--- config.mk ---
export PLATFORM = sky130hd
export DESIGN_NAME = trap_unit
export DESIGN_NICKNAME = d
export VERILOG_FILES = /design/src/shared/trap_pkg.sv /design/src/hdl/trap_unit.sv
export SDC_FILE = /design/constraint.sdc
export NUM_CORES = 1
export LEC_CHECK = 0
export ABC_CLOCK_PERIOD_IN_PS = 3200
export BUFFER_PORTS_ARGS = -buffer_cell sky130_fd_sc_hd__buf_2
export CORE_MARGIN = 5
export CORE_UTILIZATION = 38
export DETAILED_ROUTE_END_ITERATION = 8
export GPL_TIMING_DRIVEN = 0
export HOLD_SLACK_MARGIN = 0.12
export PLACE_DENSITY = 0.66
export SYNTH_ARGS = -nofsm -noshare
export SYNTH_HDL_FRONTEND = slang
export SYNTH_SLANG_ARGS = --single-unit
--- constraint.sdc ---
create_clock -name pclk -period 3.2 [get_ports pclk]
set_input_delay 0.64 -clock pclk [delete_from_list [all_inputs] [get_ports pclk]]
set_output_delay 0.64 -clock pclk [all_outputs]
set_load 0.03 [all_outputs]
--- src/shared/trap_pkg.sv ---
package trap_pkg;

	// Clock and reset-instruction timing
	localparam int CLK_NS          = 25;
	localparam int RESET_INSN_NS   = 8400;
	localparam int RESET_PAUSE_NS  = 150;
	localparam int RESET_INSN_CYC  = (RESET_INSN_NS + CLK_NS - 1) / CLK_NS;
	localparam int RESET_PAUSE_CYC = (RESET_PAUSE_NS + CLK_NS - 1) / CLK_NS;
	localparam int RST_CNT_W       = 9;

	// Status word fields and values
	localparam int         PSW_T_BIT    = 4;
	localparam int         PSW_PRIO_LSB = 5;
	localparam logic [7:0] PSW_HALT     = 8'he0;
	localparam logic [7:0] PSW_RESET    = 8'he0;

	// Trap vectors and PC operand step
	localparam logic [15:0] VEC_ILLEGAL  = 16'h0004;
	localparam logic [15:0] VEC_RESERVED = 16'h0008;
	localparam logic [15:0] VEC_TRACE    = 16'h000c;
	localparam logic [15:0] VEC_PF       = 16'h0014;
	localparam logic [15:0] VEC_LVL4     = 16'h0030;
	localparam logic [15:0] VEC_LVL5     = 16'h0050;
	localparam logic [15:0] VEC_LVL6     = 16'h0040;
	localparam logic [15:0] VEC_LVL7     = 16'h0060;
	localparam logic [15:0] PC_STEP2     = 16'h0004;

	// Opcodes and decode masks
	localparam logic [15:0] OP_RTI      = 16'h0002;
	localparam logic [15:0] OP_RESET    = 16'h0005;
	localparam logic [15:0] OP_RTT      = 16'h0006;
	localparam logic [15:0] JMP_MASK    = 16'hffc0;
	localparam logic [15:0] JMP_CODE    = 16'h0040;
	localparam logic [15:0] JSR_MASK    = 16'hfe00;
	localparam logic [15:0] JSR_CODE    = 16'h0800;
	localparam logic [15:0] EIS_MASK    = 16'hf800;
	localparam logic [15:0] EIS_CODE    = 16'h7000;
	localparam logic [15:0] ESC_LO      = 16'h7a20;
	localparam logic [15:0] ESC_HI      = 16'h7bff;
	localparam logic [15:0] MAINT_MASK  = 16'hfff8;
	localparam logic [15:0] MAINT_CODE  = 16'h0088;
	localparam logic [15:0] FLT_MASK    = 16'hf000;
	localparam logic [15:0] FLT_CODE    = 16'hf000;
	localparam logic [2:0]  MODE_REG    = 3'h0;
	localparam logic [2:0]  MODE_AUTOINC = 3'h2;
	localparam logic [2:0]  MODE_INDEX  = 3'h6;
	localparam logic [2:0]  OPC_NONE    = 3'h0;
	localparam logic [2:0]  OPC_WIDE    = 3'h7;
	localparam logic [5:0]  SRC_PC      = 6'h07;

	// APB register map
	localparam logic [7:0] OFF_STATUS = 8'h00;
	localparam logic [7:0] OFF_MASK   = 8'h04;
	localparam logic [7:0] OFF_STATE  = 8'h08;
	localparam logic [7:0] OFF_LASTV  = 8'h0c;

	// Event bits in status and mask
	localparam int EV_W        = 6;
	localparam int EV_INSN     = 0;
	localparam int EV_TRACE    = 1;
	localparam int EV_DEV      = 2;
	localparam int EV_HALT     = 3;
	localparam int EV_PF       = 4;
	localparam int EV_RSTDONE  = 5;
	localparam logic [EV_W-1:0] MASK_RESET = 6'h00;

	typedef enum logic [1:0] {
		RST_IDLE,
		RST_INIT,
		RST_PAUSE
	} rst_state_e;

endpackage

--- src/hdl/trap_unit.sv ---
`timescale 1ns/1ps
// Functional notes
// RULE_01: PC source, indexed destination stores address+4
// RULE_02: Autoincrement jump uses pre-increment register value
// RULE_03: Register-mode jump or call traps to 4
// RULE_04: Addresses 177700-177717 are plain external addresses
// RULE_05: Reset insn 8.4us plus 150ns, power-fail held
// RULE_06: Return-from-trace trace trap after next insn
// RULE_07: Return-from-interrupt trace trap taken immediately
// RULE_08: Trace beats interrupts; tracing blocks device interrupts
// RULE_09: Trace trap acknowledged before concurrent interrupt
// RULE_10: Pending trace trap ends wait
// RULE_11: Trace flag loaded only by implicit loads
// RULE_12: Stack pointer odd/missing addresses never trap
// RULE_13: Higher interrupt may preempt service routine entry
// RULE_14: Status word reached only by move instructions
// RULE_15: Four coded lines decode to four levels
// RULE_16: No stack-overflow or odd-address trap
// RULE_17: Extended arithmetic reserved; listed extras supported
// RULE_18: Halt loads restart address and status 340
module trap_unit
	import trap_pkg::*;
#(
	parameter logic [7:0] PROC_TYPE_CODE = 8'h5a // Arbitrary value
) (
	input  wire logic        pclk,
	input  wire logic        presetn,
	input  wire logic [7:0]  paddr,
	input  wire logic        psel,
	input  wire logic        penable,
	input  wire logic        pwrite,
	input  wire logic [31:0] pwdata,
	output logic      [31:0] prdata,
	output logic             pready,
	output logic             pslverr,
	output logic             irq,
	input  wire logic [3:0]  cp,
	input  wire logic        halt_pin,
	input  wire logic        pf_pin,
	input  wire logic        insn_valid,
	input  wire logic [15:0] opcode,
	input  wire logic [15:0] insn_addr,
	input  wire logic [15:0] reg_value,
	input  wire logic        insn_end,
	input  wire logic        waiting,
	input  wire logic        vector_done,
	input  wire logic [15:0] restart_addr,
	input  wire logic [7:0]  new_psw,
	input  wire logic        psw_load_implicit,
	input  wire logic        psw_load_explicit,
	input  wire logic        cc_load,
	input  wire logic [3:0]  cc,
	input  wire logic        mem_req,
	input  wire logic [15:0] mem_addr,
	output logic             trap_take,
	output logic      [15:0] trap_vector,
	output logic             trap_fixed,
	output logic             wait_release,
	output logic      [7:0]  processor_status_word,
	output logic      [15:0] opnd_pc_value,
	output logic             opnd_pc_valid,
	output logic      [15:0] jump_target,
	output logic             jump_target_valid,
	output logic             init_out,
	output logic             reset_busy,
	output logic             reset_done,
	output logic             mem_ext_req,
	output logic      [15:0] mem_ext_addr,
	output logic      [7:0]  proc_type
);

	logic [5:0]      pin_s1_r;
	logic [5:0]      pin_s2_r;
	logic            halt_d_r;
	logic            pf_d_r;
	logic [3:0]      cp_s;
	logic            is_jump;
	logic            illegal;
	logic            reserved;
	logic            is_rti_r;
	logic            is_rtt_r;
	logic            insn_trap_r;
	logic [15:0]     insn_vec_r;
	logic            trace_pend_r;
	logic            trace_now;
	logic            in_trace_svc_r;
	logic            halt_pend_r;
	logic            pf_pend_r;
	logic            vec_busy_r;
	rst_state_e      rst_state_r;
	logic [RST_CNT_W-1:0] rst_cnt_r;
	logic [2:0]      dev_level;
	logic [15:0]     dev_vec;
	logic            dev_ok;
	logic            arb_ok;
	logic            take;
	logic [15:0]     take_vec;
	logic [EV_W-1:0] ev;
	logic [EV_W-1:0] status_r;
	logic [EV_W-1:0] mask_r;
	logic [15:0]     last_vec_r;
	logic            rst_done_ev;
	logic            apb_wr;
	logic            apb_hit;
	logic [31:0]     rd_mux;

	// Pin synchronisers
	always_ff @(posedge pclk or negedge presetn) begin
		if (!presetn) begin
			pin_s1_r <= '0;
			pin_s2_r <= '0;
			halt_d_r <= 1'b0;
			pf_d_r   <= 1'b0;
		end else begin
			pin_s1_r <= {pf_pin, halt_pin, cp};
			pin_s2_r <= pin_s1_r;
			halt_d_r <= pin_s2_r[4];
			pf_d_r   <= pin_s2_r[5];
		end
	end
	assign cp_s = pin_s2_r[3:0];

	// Coded priority decode
	always_comb begin
		dev_level = 3'h0;
		dev_vec   = 16'h0000;
		if (cp_s != 4'h0) begin
			dev_level = 3'h4 + {1'b0, cp_s[3:2]}; // RULE_15
			case (cp_s[3:2])
				2'h0: dev_vec = VEC_LVL4 + {12'h000, cp_s[1:0] - 2'h1, 2'h0};
				2'h1: dev_vec = VEC_LVL5 + {12'h000, cp_s[1:0], 2'h0};
				2'h2: dev_vec = VEC_LVL6 + {12'h000, cp_s[1:0], 2'h0};
				default: dev_vec = VEC_LVL7 + {12'h000, cp_s[1:0], 2'h0};
			endcase
		end
	end

	// Instruction decode
	assign is_jump = ((opcode & JMP_MASK) == JMP_CODE) || ((opcode & JSR_MASK) == JSR_CODE);
	assign illegal = is_jump && (opcode[5:3] == MODE_REG); // RULE_03
	assign reserved = ((opcode & EIS_MASK) == EIS_CODE) // RULE_17
		|| (opcode >= ESC_LO && opcode <= ESC_HI)
		|| ((opcode & MAINT_MASK) == MAINT_CODE)
		|| ((opcode & FLT_MASK) == FLT_CODE);
	assign proc_type = PROC_TYPE_CODE; // RULE_17

	always_ff @(posedge pclk or negedge presetn) begin
		if (!presetn) begin
			is_rti_r    <= 1'b0;
			is_rtt_r    <= 1'b0;
			insn_trap_r <= 1'b0;
			insn_vec_r  <= 16'h0000;
		end else if (insn_valid) begin
			is_rti_r    <= (opcode == OP_RTI);
			is_rtt_r    <= (opcode == OP_RTT);
			insn_trap_r <= illegal || reserved;
			insn_vec_r  <= illegal ? VEC_ILLEGAL : VEC_RESERVED; // RULE_03
		end
	end

	// Operand helpers
	always_ff @(posedge pclk or negedge presetn) begin
		if (!presetn) begin
			opnd_pc_value     <= 16'h0000;
			opnd_pc_valid     <= 1'b0;
			jump_target       <= 16'h0000;
			jump_target_valid <= 1'b0;
		end else begin
			opnd_pc_valid     <= insn_valid && opcode[14:12] != OPC_NONE
				&& opcode[14:12] != OPC_WIDE && opcode[11:6] == SRC_PC
				&& opcode[5:3] >= MODE_INDEX;
			jump_target_valid <= insn_valid && is_jump && opcode[5:3] == MODE_AUTOINC;
			if (insn_valid) begin
				opnd_pc_value <= insn_addr + PC_STEP2; // RULE_01
				jump_target   <= reg_value; // RULE_02
			end
		end
	end

	// External access path, no internal register window
	always_ff @(posedge pclk or negedge presetn) begin
		if (!presetn) begin
			mem_ext_req  <= 1'b0;
			mem_ext_addr <= 16'h0000;
		end else begin
			mem_ext_req  <= mem_req; // RULE_04 RULE_14 RULE_12 RULE_16
			mem_ext_addr <= mem_addr;
		end
	end

	// Reset instruction sequencer
	always_ff @(posedge pclk or negedge presetn) begin
		if (!presetn) begin
			rst_state_r <= RST_IDLE;
			rst_cnt_r   <= '0;
			rst_done_ev <= 1'b0;
		end else begin
			rst_done_ev <= 1'b0;
			case (rst_state_r)
				RST_IDLE: begin
					if (insn_valid && opcode == OP_RESET) begin
						rst_state_r <= RST_INIT;
						rst_cnt_r   <= RST_CNT_W'(RESET_INSN_CYC - 1); // RULE_05
					end
				end
				RST_INIT: begin
					if (rst_cnt_r == '0) begin
						rst_state_r <= RST_PAUSE;
						rst_cnt_r   <= RST_CNT_W'(RESET_PAUSE_CYC - 1); // RULE_05
					end else begin
						rst_cnt_r <= rst_cnt_r - 1'b1;
					end
				end
				RST_PAUSE: begin
					if (rst_cnt_r == '0) begin
						rst_state_r <= RST_IDLE;
						rst_done_ev <= 1'b1;
					end else begin
						rst_cnt_r <= rst_cnt_r - 1'b1;
					end
				end
				default: rst_state_r <= RST_IDLE;
			endcase
		end
	end
	assign init_out   = (rst_state_r == RST_INIT);
	assign reset_busy = (rst_state_r != RST_IDLE);
	assign reset_done = rst_done_ev;

	// Trap arbitration
	assign trace_now = trace_pend_r
		|| (insn_end && is_rti_r && processor_status_word[PSW_T_BIT]); // RULE_07
	assign dev_ok = dev_level > processor_status_word[7:PSW_PRIO_LSB]
		&& !processor_status_word[PSW_T_BIT] && !in_trace_svc_r; // RULE_08
	assign arb_ok = vector_done || (!vec_busy_r && (insn_end || waiting)); // RULE_13

	always_comb begin
		take     = 1'b0;
		take_vec = 16'h0000;
		ev       = '0;
		if (arb_ok) begin
			if (insn_trap_r && insn_end) begin
				take         = 1'b1;
				take_vec     = insn_vec_r;
				ev[EV_INSN]  = 1'b1;
			end else if (halt_pend_r) begin
				take         = 1'b1;
				take_vec     = restart_addr; // RULE_18
				ev[EV_HALT]  = 1'b1;
			end else if (trace_now) begin
				take         = 1'b1; // RULE_09 RULE_10
				take_vec     = VEC_TRACE;
				ev[EV_TRACE] = 1'b1;
			end else if (dev_ok) begin
				take         = 1'b1;
				take_vec     = dev_vec;
				ev[EV_DEV]   = 1'b1;
			end else if (pf_pend_r && rst_state_r == RST_IDLE) begin
				take         = 1'b1; // RULE_05
				take_vec     = VEC_PF;
				ev[EV_PF]    = 1'b1;
			end
		end
		ev[EV_RSTDONE] = rst_done_ev;
	end

	always_ff @(posedge pclk or negedge presetn) begin
		if (!presetn) begin
			trap_take    <= 1'b0;
			trap_vector  <= 16'h0000;
			trap_fixed   <= 1'b0;
			wait_release <= 1'b0;
			vec_busy_r   <= 1'b0;
			last_vec_r   <= 16'h0000;
		end else begin
			trap_take    <= take;
			trap_fixed   <= take && ev[EV_HALT];
			wait_release <= take && waiting; // RULE_10
			if (take) begin
				trap_vector <= take_vec;
				last_vec_r  <= take_vec;
			end
			if (take) begin
				vec_busy_r <= 1'b1;
			end else if (vector_done) begin
				vec_busy_r <= 1'b0;
			end
		end
	end

	// Pending flags, set wins over clear
	always_ff @(posedge pclk or negedge presetn) begin
		if (!presetn) begin
			trace_pend_r   <= 1'b0;
			in_trace_svc_r <= 1'b0;
			halt_pend_r    <= 1'b0;
			pf_pend_r      <= 1'b0;
		end else begin
			if ((insn_valid && processor_status_word[PSW_T_BIT])
				|| (insn_end && is_rti_r && processor_status_word[PSW_T_BIT] && !ev[EV_TRACE])) begin
				trace_pend_r <= 1'b1; // RULE_06 RULE_07
			end else if (ev[EV_TRACE]) begin
				trace_pend_r <= 1'b0;
			end
			if (ev[EV_TRACE]) begin
				in_trace_svc_r <= 1'b1; // RULE_08
			end else if (insn_end && (is_rti_r || is_rtt_r)) begin
				in_trace_svc_r <= 1'b0;
			end
			if (pin_s2_r[4] && !halt_d_r) begin
				halt_pend_r <= 1'b1;
			end else if (ev[EV_HALT]) begin
				halt_pend_r <= 1'b0;
			end
			if (pin_s2_r[5] && !pf_d_r) begin
				pf_pend_r <= 1'b1;
			end else if (ev[EV_PF]) begin
				pf_pend_r <= 1'b0;
			end
		end
	end

	// Status word
	always_ff @(posedge pclk or negedge presetn) begin
		if (!presetn) begin
			processor_status_word <= PSW_RESET;
		end else if (ev[EV_HALT]) begin
			processor_status_word <= PSW_HALT; // RULE_18
		end else if (psw_load_implicit) begin
			processor_status_word <= new_psw; // RULE_11
		end else if (psw_load_explicit) begin
			processor_status_word <= {new_psw[7:PSW_T_BIT+1],
				processor_status_word[PSW_T_BIT], new_psw[PSW_T_BIT-1:0]}; // RULE_11 RULE_14
		end else if (cc_load) begin
			processor_status_word <= {processor_status_word[7:PSW_T_BIT], cc};
		end
	end

	// APB slave
	assign apb_wr  = psel && penable && pwrite;
	assign apb_hit = paddr == OFF_STATUS || paddr == OFF_MASK
		|| paddr == OFF_STATE || paddr == OFF_LASTV;
	assign pready  = 1'b1;
	assign pslverr = psel && penable && !apb_hit;

	always_comb begin
		case (paddr)
			OFF_STATUS: rd_mux = {26'h0000_000, status_r};
			OFF_MASK:   rd_mux = {26'h0000_000, mask_r};
			OFF_STATE:  rd_mux = {15'h0000, rst_state_r, halt_pend_r, pf_pend_r,
				in_trace_svc_r, trace_pend_r, dev_level, processor_status_word};
			OFF_LASTV:  rd_mux = {16'h0000, last_vec_r};
			default:    rd_mux = 32'h0000_0000;
		endcase
	end

	always_ff @(posedge pclk or negedge presetn) begin
		if (!presetn) begin
			prdata <= 32'h0000_0000;
		end else if (psel && !penable && !pwrite) begin
			prdata <= rd_mux;
		end
	end

	always_ff @(posedge pclk or negedge presetn) begin
		if (!presetn) begin
			status_r <= '0;
			mask_r   <= MASK_RESET;
		end else begin
			if (apb_wr && paddr == OFF_STATUS) begin
				status_r <= (status_r & ~pwdata[EV_W-1:0]) | ev;
			end else begin
				status_r <= status_r | ev;
			end
			if (apb_wr && paddr == OFF_MASK) begin
				mask_r <= pwdata[EV_W-1:0];
			end
		end
	end
	assign irq = |(status_r & mask_r);

endmodule

==> metrics <==
status=finished clean; synthesized area=6480 µm²; final hold vios=0; DRT iter0 DRCs=approximately 350; Global Route Usage Sum=0.182; WL met3=between 1500 and 2000 µm; layout cells sized above 1=0.386; post-CTS setup buffers=0; WS Path Type=reg2reg; register area share after synthesis=0.553; Diodes inserted=0; Final GP Congestion=approximately 0.87; crit path max fanout=10; share of Yosys cell area claimed by the top area cell type=0.541; final setup fails=0; ranking of synthesized cells by area=dfrtp_1 (54%), mux2_2 (4.3%), nand2_1 (3.2%); final worst slack=about 530 ps; Starting Density=0.389; Critical Path Source Type=flip-flop; peak supply drop=just under 500 µV; Area Overhead vs Synth=33.0%; IO Port Bufs=221; Hold Crit Class=in2async; syn avg cell area=roughly 11 µm²; Worst Max-Slew Pin Slew=about 720 ps; clock-pin transition on the worst setup and hold timing paths=around 60 ps; Mapped Cells=between 500 and 600; Clk Latency, worst-skew pair=between 400 and 500 ps; WL met2=around 8000 µm; remaining routing DRC violations=0; LEAKAGE=4.28 nW; Post-DP HPWL=13,800 µm; Wirelength per Cell=16.7 µm; Worst path max stage delay=~460 ps; post-route ant nets=0; RSZ-0062 raised after global routing=false; commonest cells after routing, fill and taps aside=buf_2 (223), dfrtp_1 (140), nand2_1 (56), nor2_1 (37), o21ai_0 (33); dpl ws=~540 ps; r2r setup slk=~530 ps; Gates resized, CTS repair=0; pin count of the biggest net entering global routing=between 70 and 80; Avg Vias per Cell=4.91; ys async rst share=1.00; Setup Skew=slightly above 9 ps; Unique masters post-synth=64; pwr dens=685 nW/µm²; grt total ovfl=0; CP Cell Sequence=nor2_1 -> nand2_1 -> ha_1 -> a31oi_1 -> a21oi_1 -> a31o_2 -> buf_4 -> a22o_1; Detailed Route WL=roughly 18,000 µm; hold-fix buffer count after cts=0; CP Capture Type=flip-flop; Final Util=0.518; Buf/Inv on CP=1; worst-path cell with the longest stage delay=dfrtp_1; commonest non-fill, non-tap cell in the layout=buf_2; CP required=3510 ps; Nets=1,003; Die Span X=141 µm; io pins=275; Clock Tree Buf Depth=2; Period minus WS final=2670 ps; Max-Cap Viols=0; Fmax=roughly 0.38 GHz; largest area contributor in the netlist=dfrtp_1; CTS Buf Count=17; die height=141 µm; first-pass GRT wire length=~29,000 µm; hold_ws=between 200 and 300 ps; initial antenna violation count=2; fin cells=approximately 1,100; number of synthesized flops with an enable pin=0; row count=47; total core area=approximately 17,000 µm²; htree depth=4; Slew Viols, Final=0; slew margin rel.=0.517; clock sinks=roughly 140; CTS tree=built; WL met1=roughly 7600 µm; root cell of the clock tree=clkbuf_16; Synth Warn #=0; total iterations of the first detailed-routing run=5; Main synth FF type=dfrtp_1; DR top layer=met5; vias=roughly 5,300; vias in the first global route=between 5,000 and 6,000; Seq cells post-synth=143; crit-path leading delay family=compound AO/OA/AOI/OAI gates; total negative slack=0 ps; die area=slightly below 20,000 µm²; placed insts=between 1,000 and 1,500; Arr. time, crit path=roughly 3000 ps; crit share post-route=0.833
[registers in the layout (all words and copies together), names as in the netlist, 6 cells and up]
register	count
prdata	17
jump_target	16
last_vec_r	16
mem_ext_addr	16
opnd_pc_value	16
rst_cnt_r	9
processor_status_word	8
mask_r	6
pin_s1_r	6
pin_s2_r	6
status_r	6
[through the flow]
stage	total power, mW	area, µm²
after floorplan	3.26	6560
after global placement	3.78	7940
after detailed placement	3.80	7980
after CTS	5.97	8620
after global routing	6.23	8620
final	5.90	8620
[routing by layer]
metal	vias to the layer above	GRT usage
met3	23	0.0738
met4	4	0.0433
met2	214	0.287
li1	2547	-
met5	-	0
met1	2488	0.234
[path summary, 6_finish.rpt]
kind / startpoint / end / cells after the start
worst max-delay path: pin_s2_r[3] / last_vec_r[7] / 8
worst min-delay path: presetn / opnd_pc_value[11] / 1
worst max register to register: pin_s2_r[3] / last_vec_r[7] / 8
worst min register to register: pin_s1_r[5] / pin_s2_r[5] / 0
max in group asynchronous: presetn / last_vec_r[13] / 2
min in group pclk: mem_addr[10] / mem_ext_addr[10] / 1
[synth_stat cells (all sizes together), types with 2 or more instances]
master,count
mux2,25
buf,32
a211oi,7
clkbuf,13
a21o,7
conb,2
and2,2
nor3b,3
o22ai,5
xor2,7
nor3,9
a31oi,4
or4,3
mux2i,15
or3,5
ha,10
a22o,24
dfrtp,140
o31ai,4
nand3b,2
o21a,2
nand2,56
o2bb2ai,3
a22oi,4
xnor2,5
a21boi,2
nand4,2
o21ai,34
nand2b,4
mux4,6
nor4b,3
and3,4
dfstp,3
nor2,37
inv,26
or3b,2
nor4,6
nand3,18
a21oi,29
[worst reg2reg max path, stage by stage (launching register included)]
cell and delay, ps:
dfrtp_1 460, nor2_1 300, nand2_1 100, ha_1 290
a31oi_1 400, a21oi_1 240, a31o_2 380, buf_4 210
a22o_1 190
[cells by family (layout without fill, tap and decap cells)]
logic type / count (synthesis) / after routing / share of synthesized area
adder cells (fa/ha/maj): 10 / 10 / 0.0193
buffers and inverters: 72 / 326 / 0.0591
AO/OA/AOI/OAI: 134 / 134 / 0.138
AND/OR/NAND/NOR: 160 / 160 / 0.126
flip-flops: 143 / 143 / 0.553
XOR/XNOR: 12 / 12 / 0.0162
multiplexers: 46 / 46 / 0.0875
other: 2 / 24 / 0.00116
[layout make-up]
class,count,area [µm²]
buffer,45,282
clock buffer,23,488
clock inverter,9,155
fill,1511,8020
inverter,27,101
multi-input combinational,386,2600
sequential,143,3580
tap,220,275
timing repair buffer,222,1140
[power breakdown]
part,switching [mW],internal [mW]
sequential,0.211,2.03
combinational,0.962,0.556
clock,0.752,1.39
total,1.93,3.98
(Power assumes the default switching activity.)
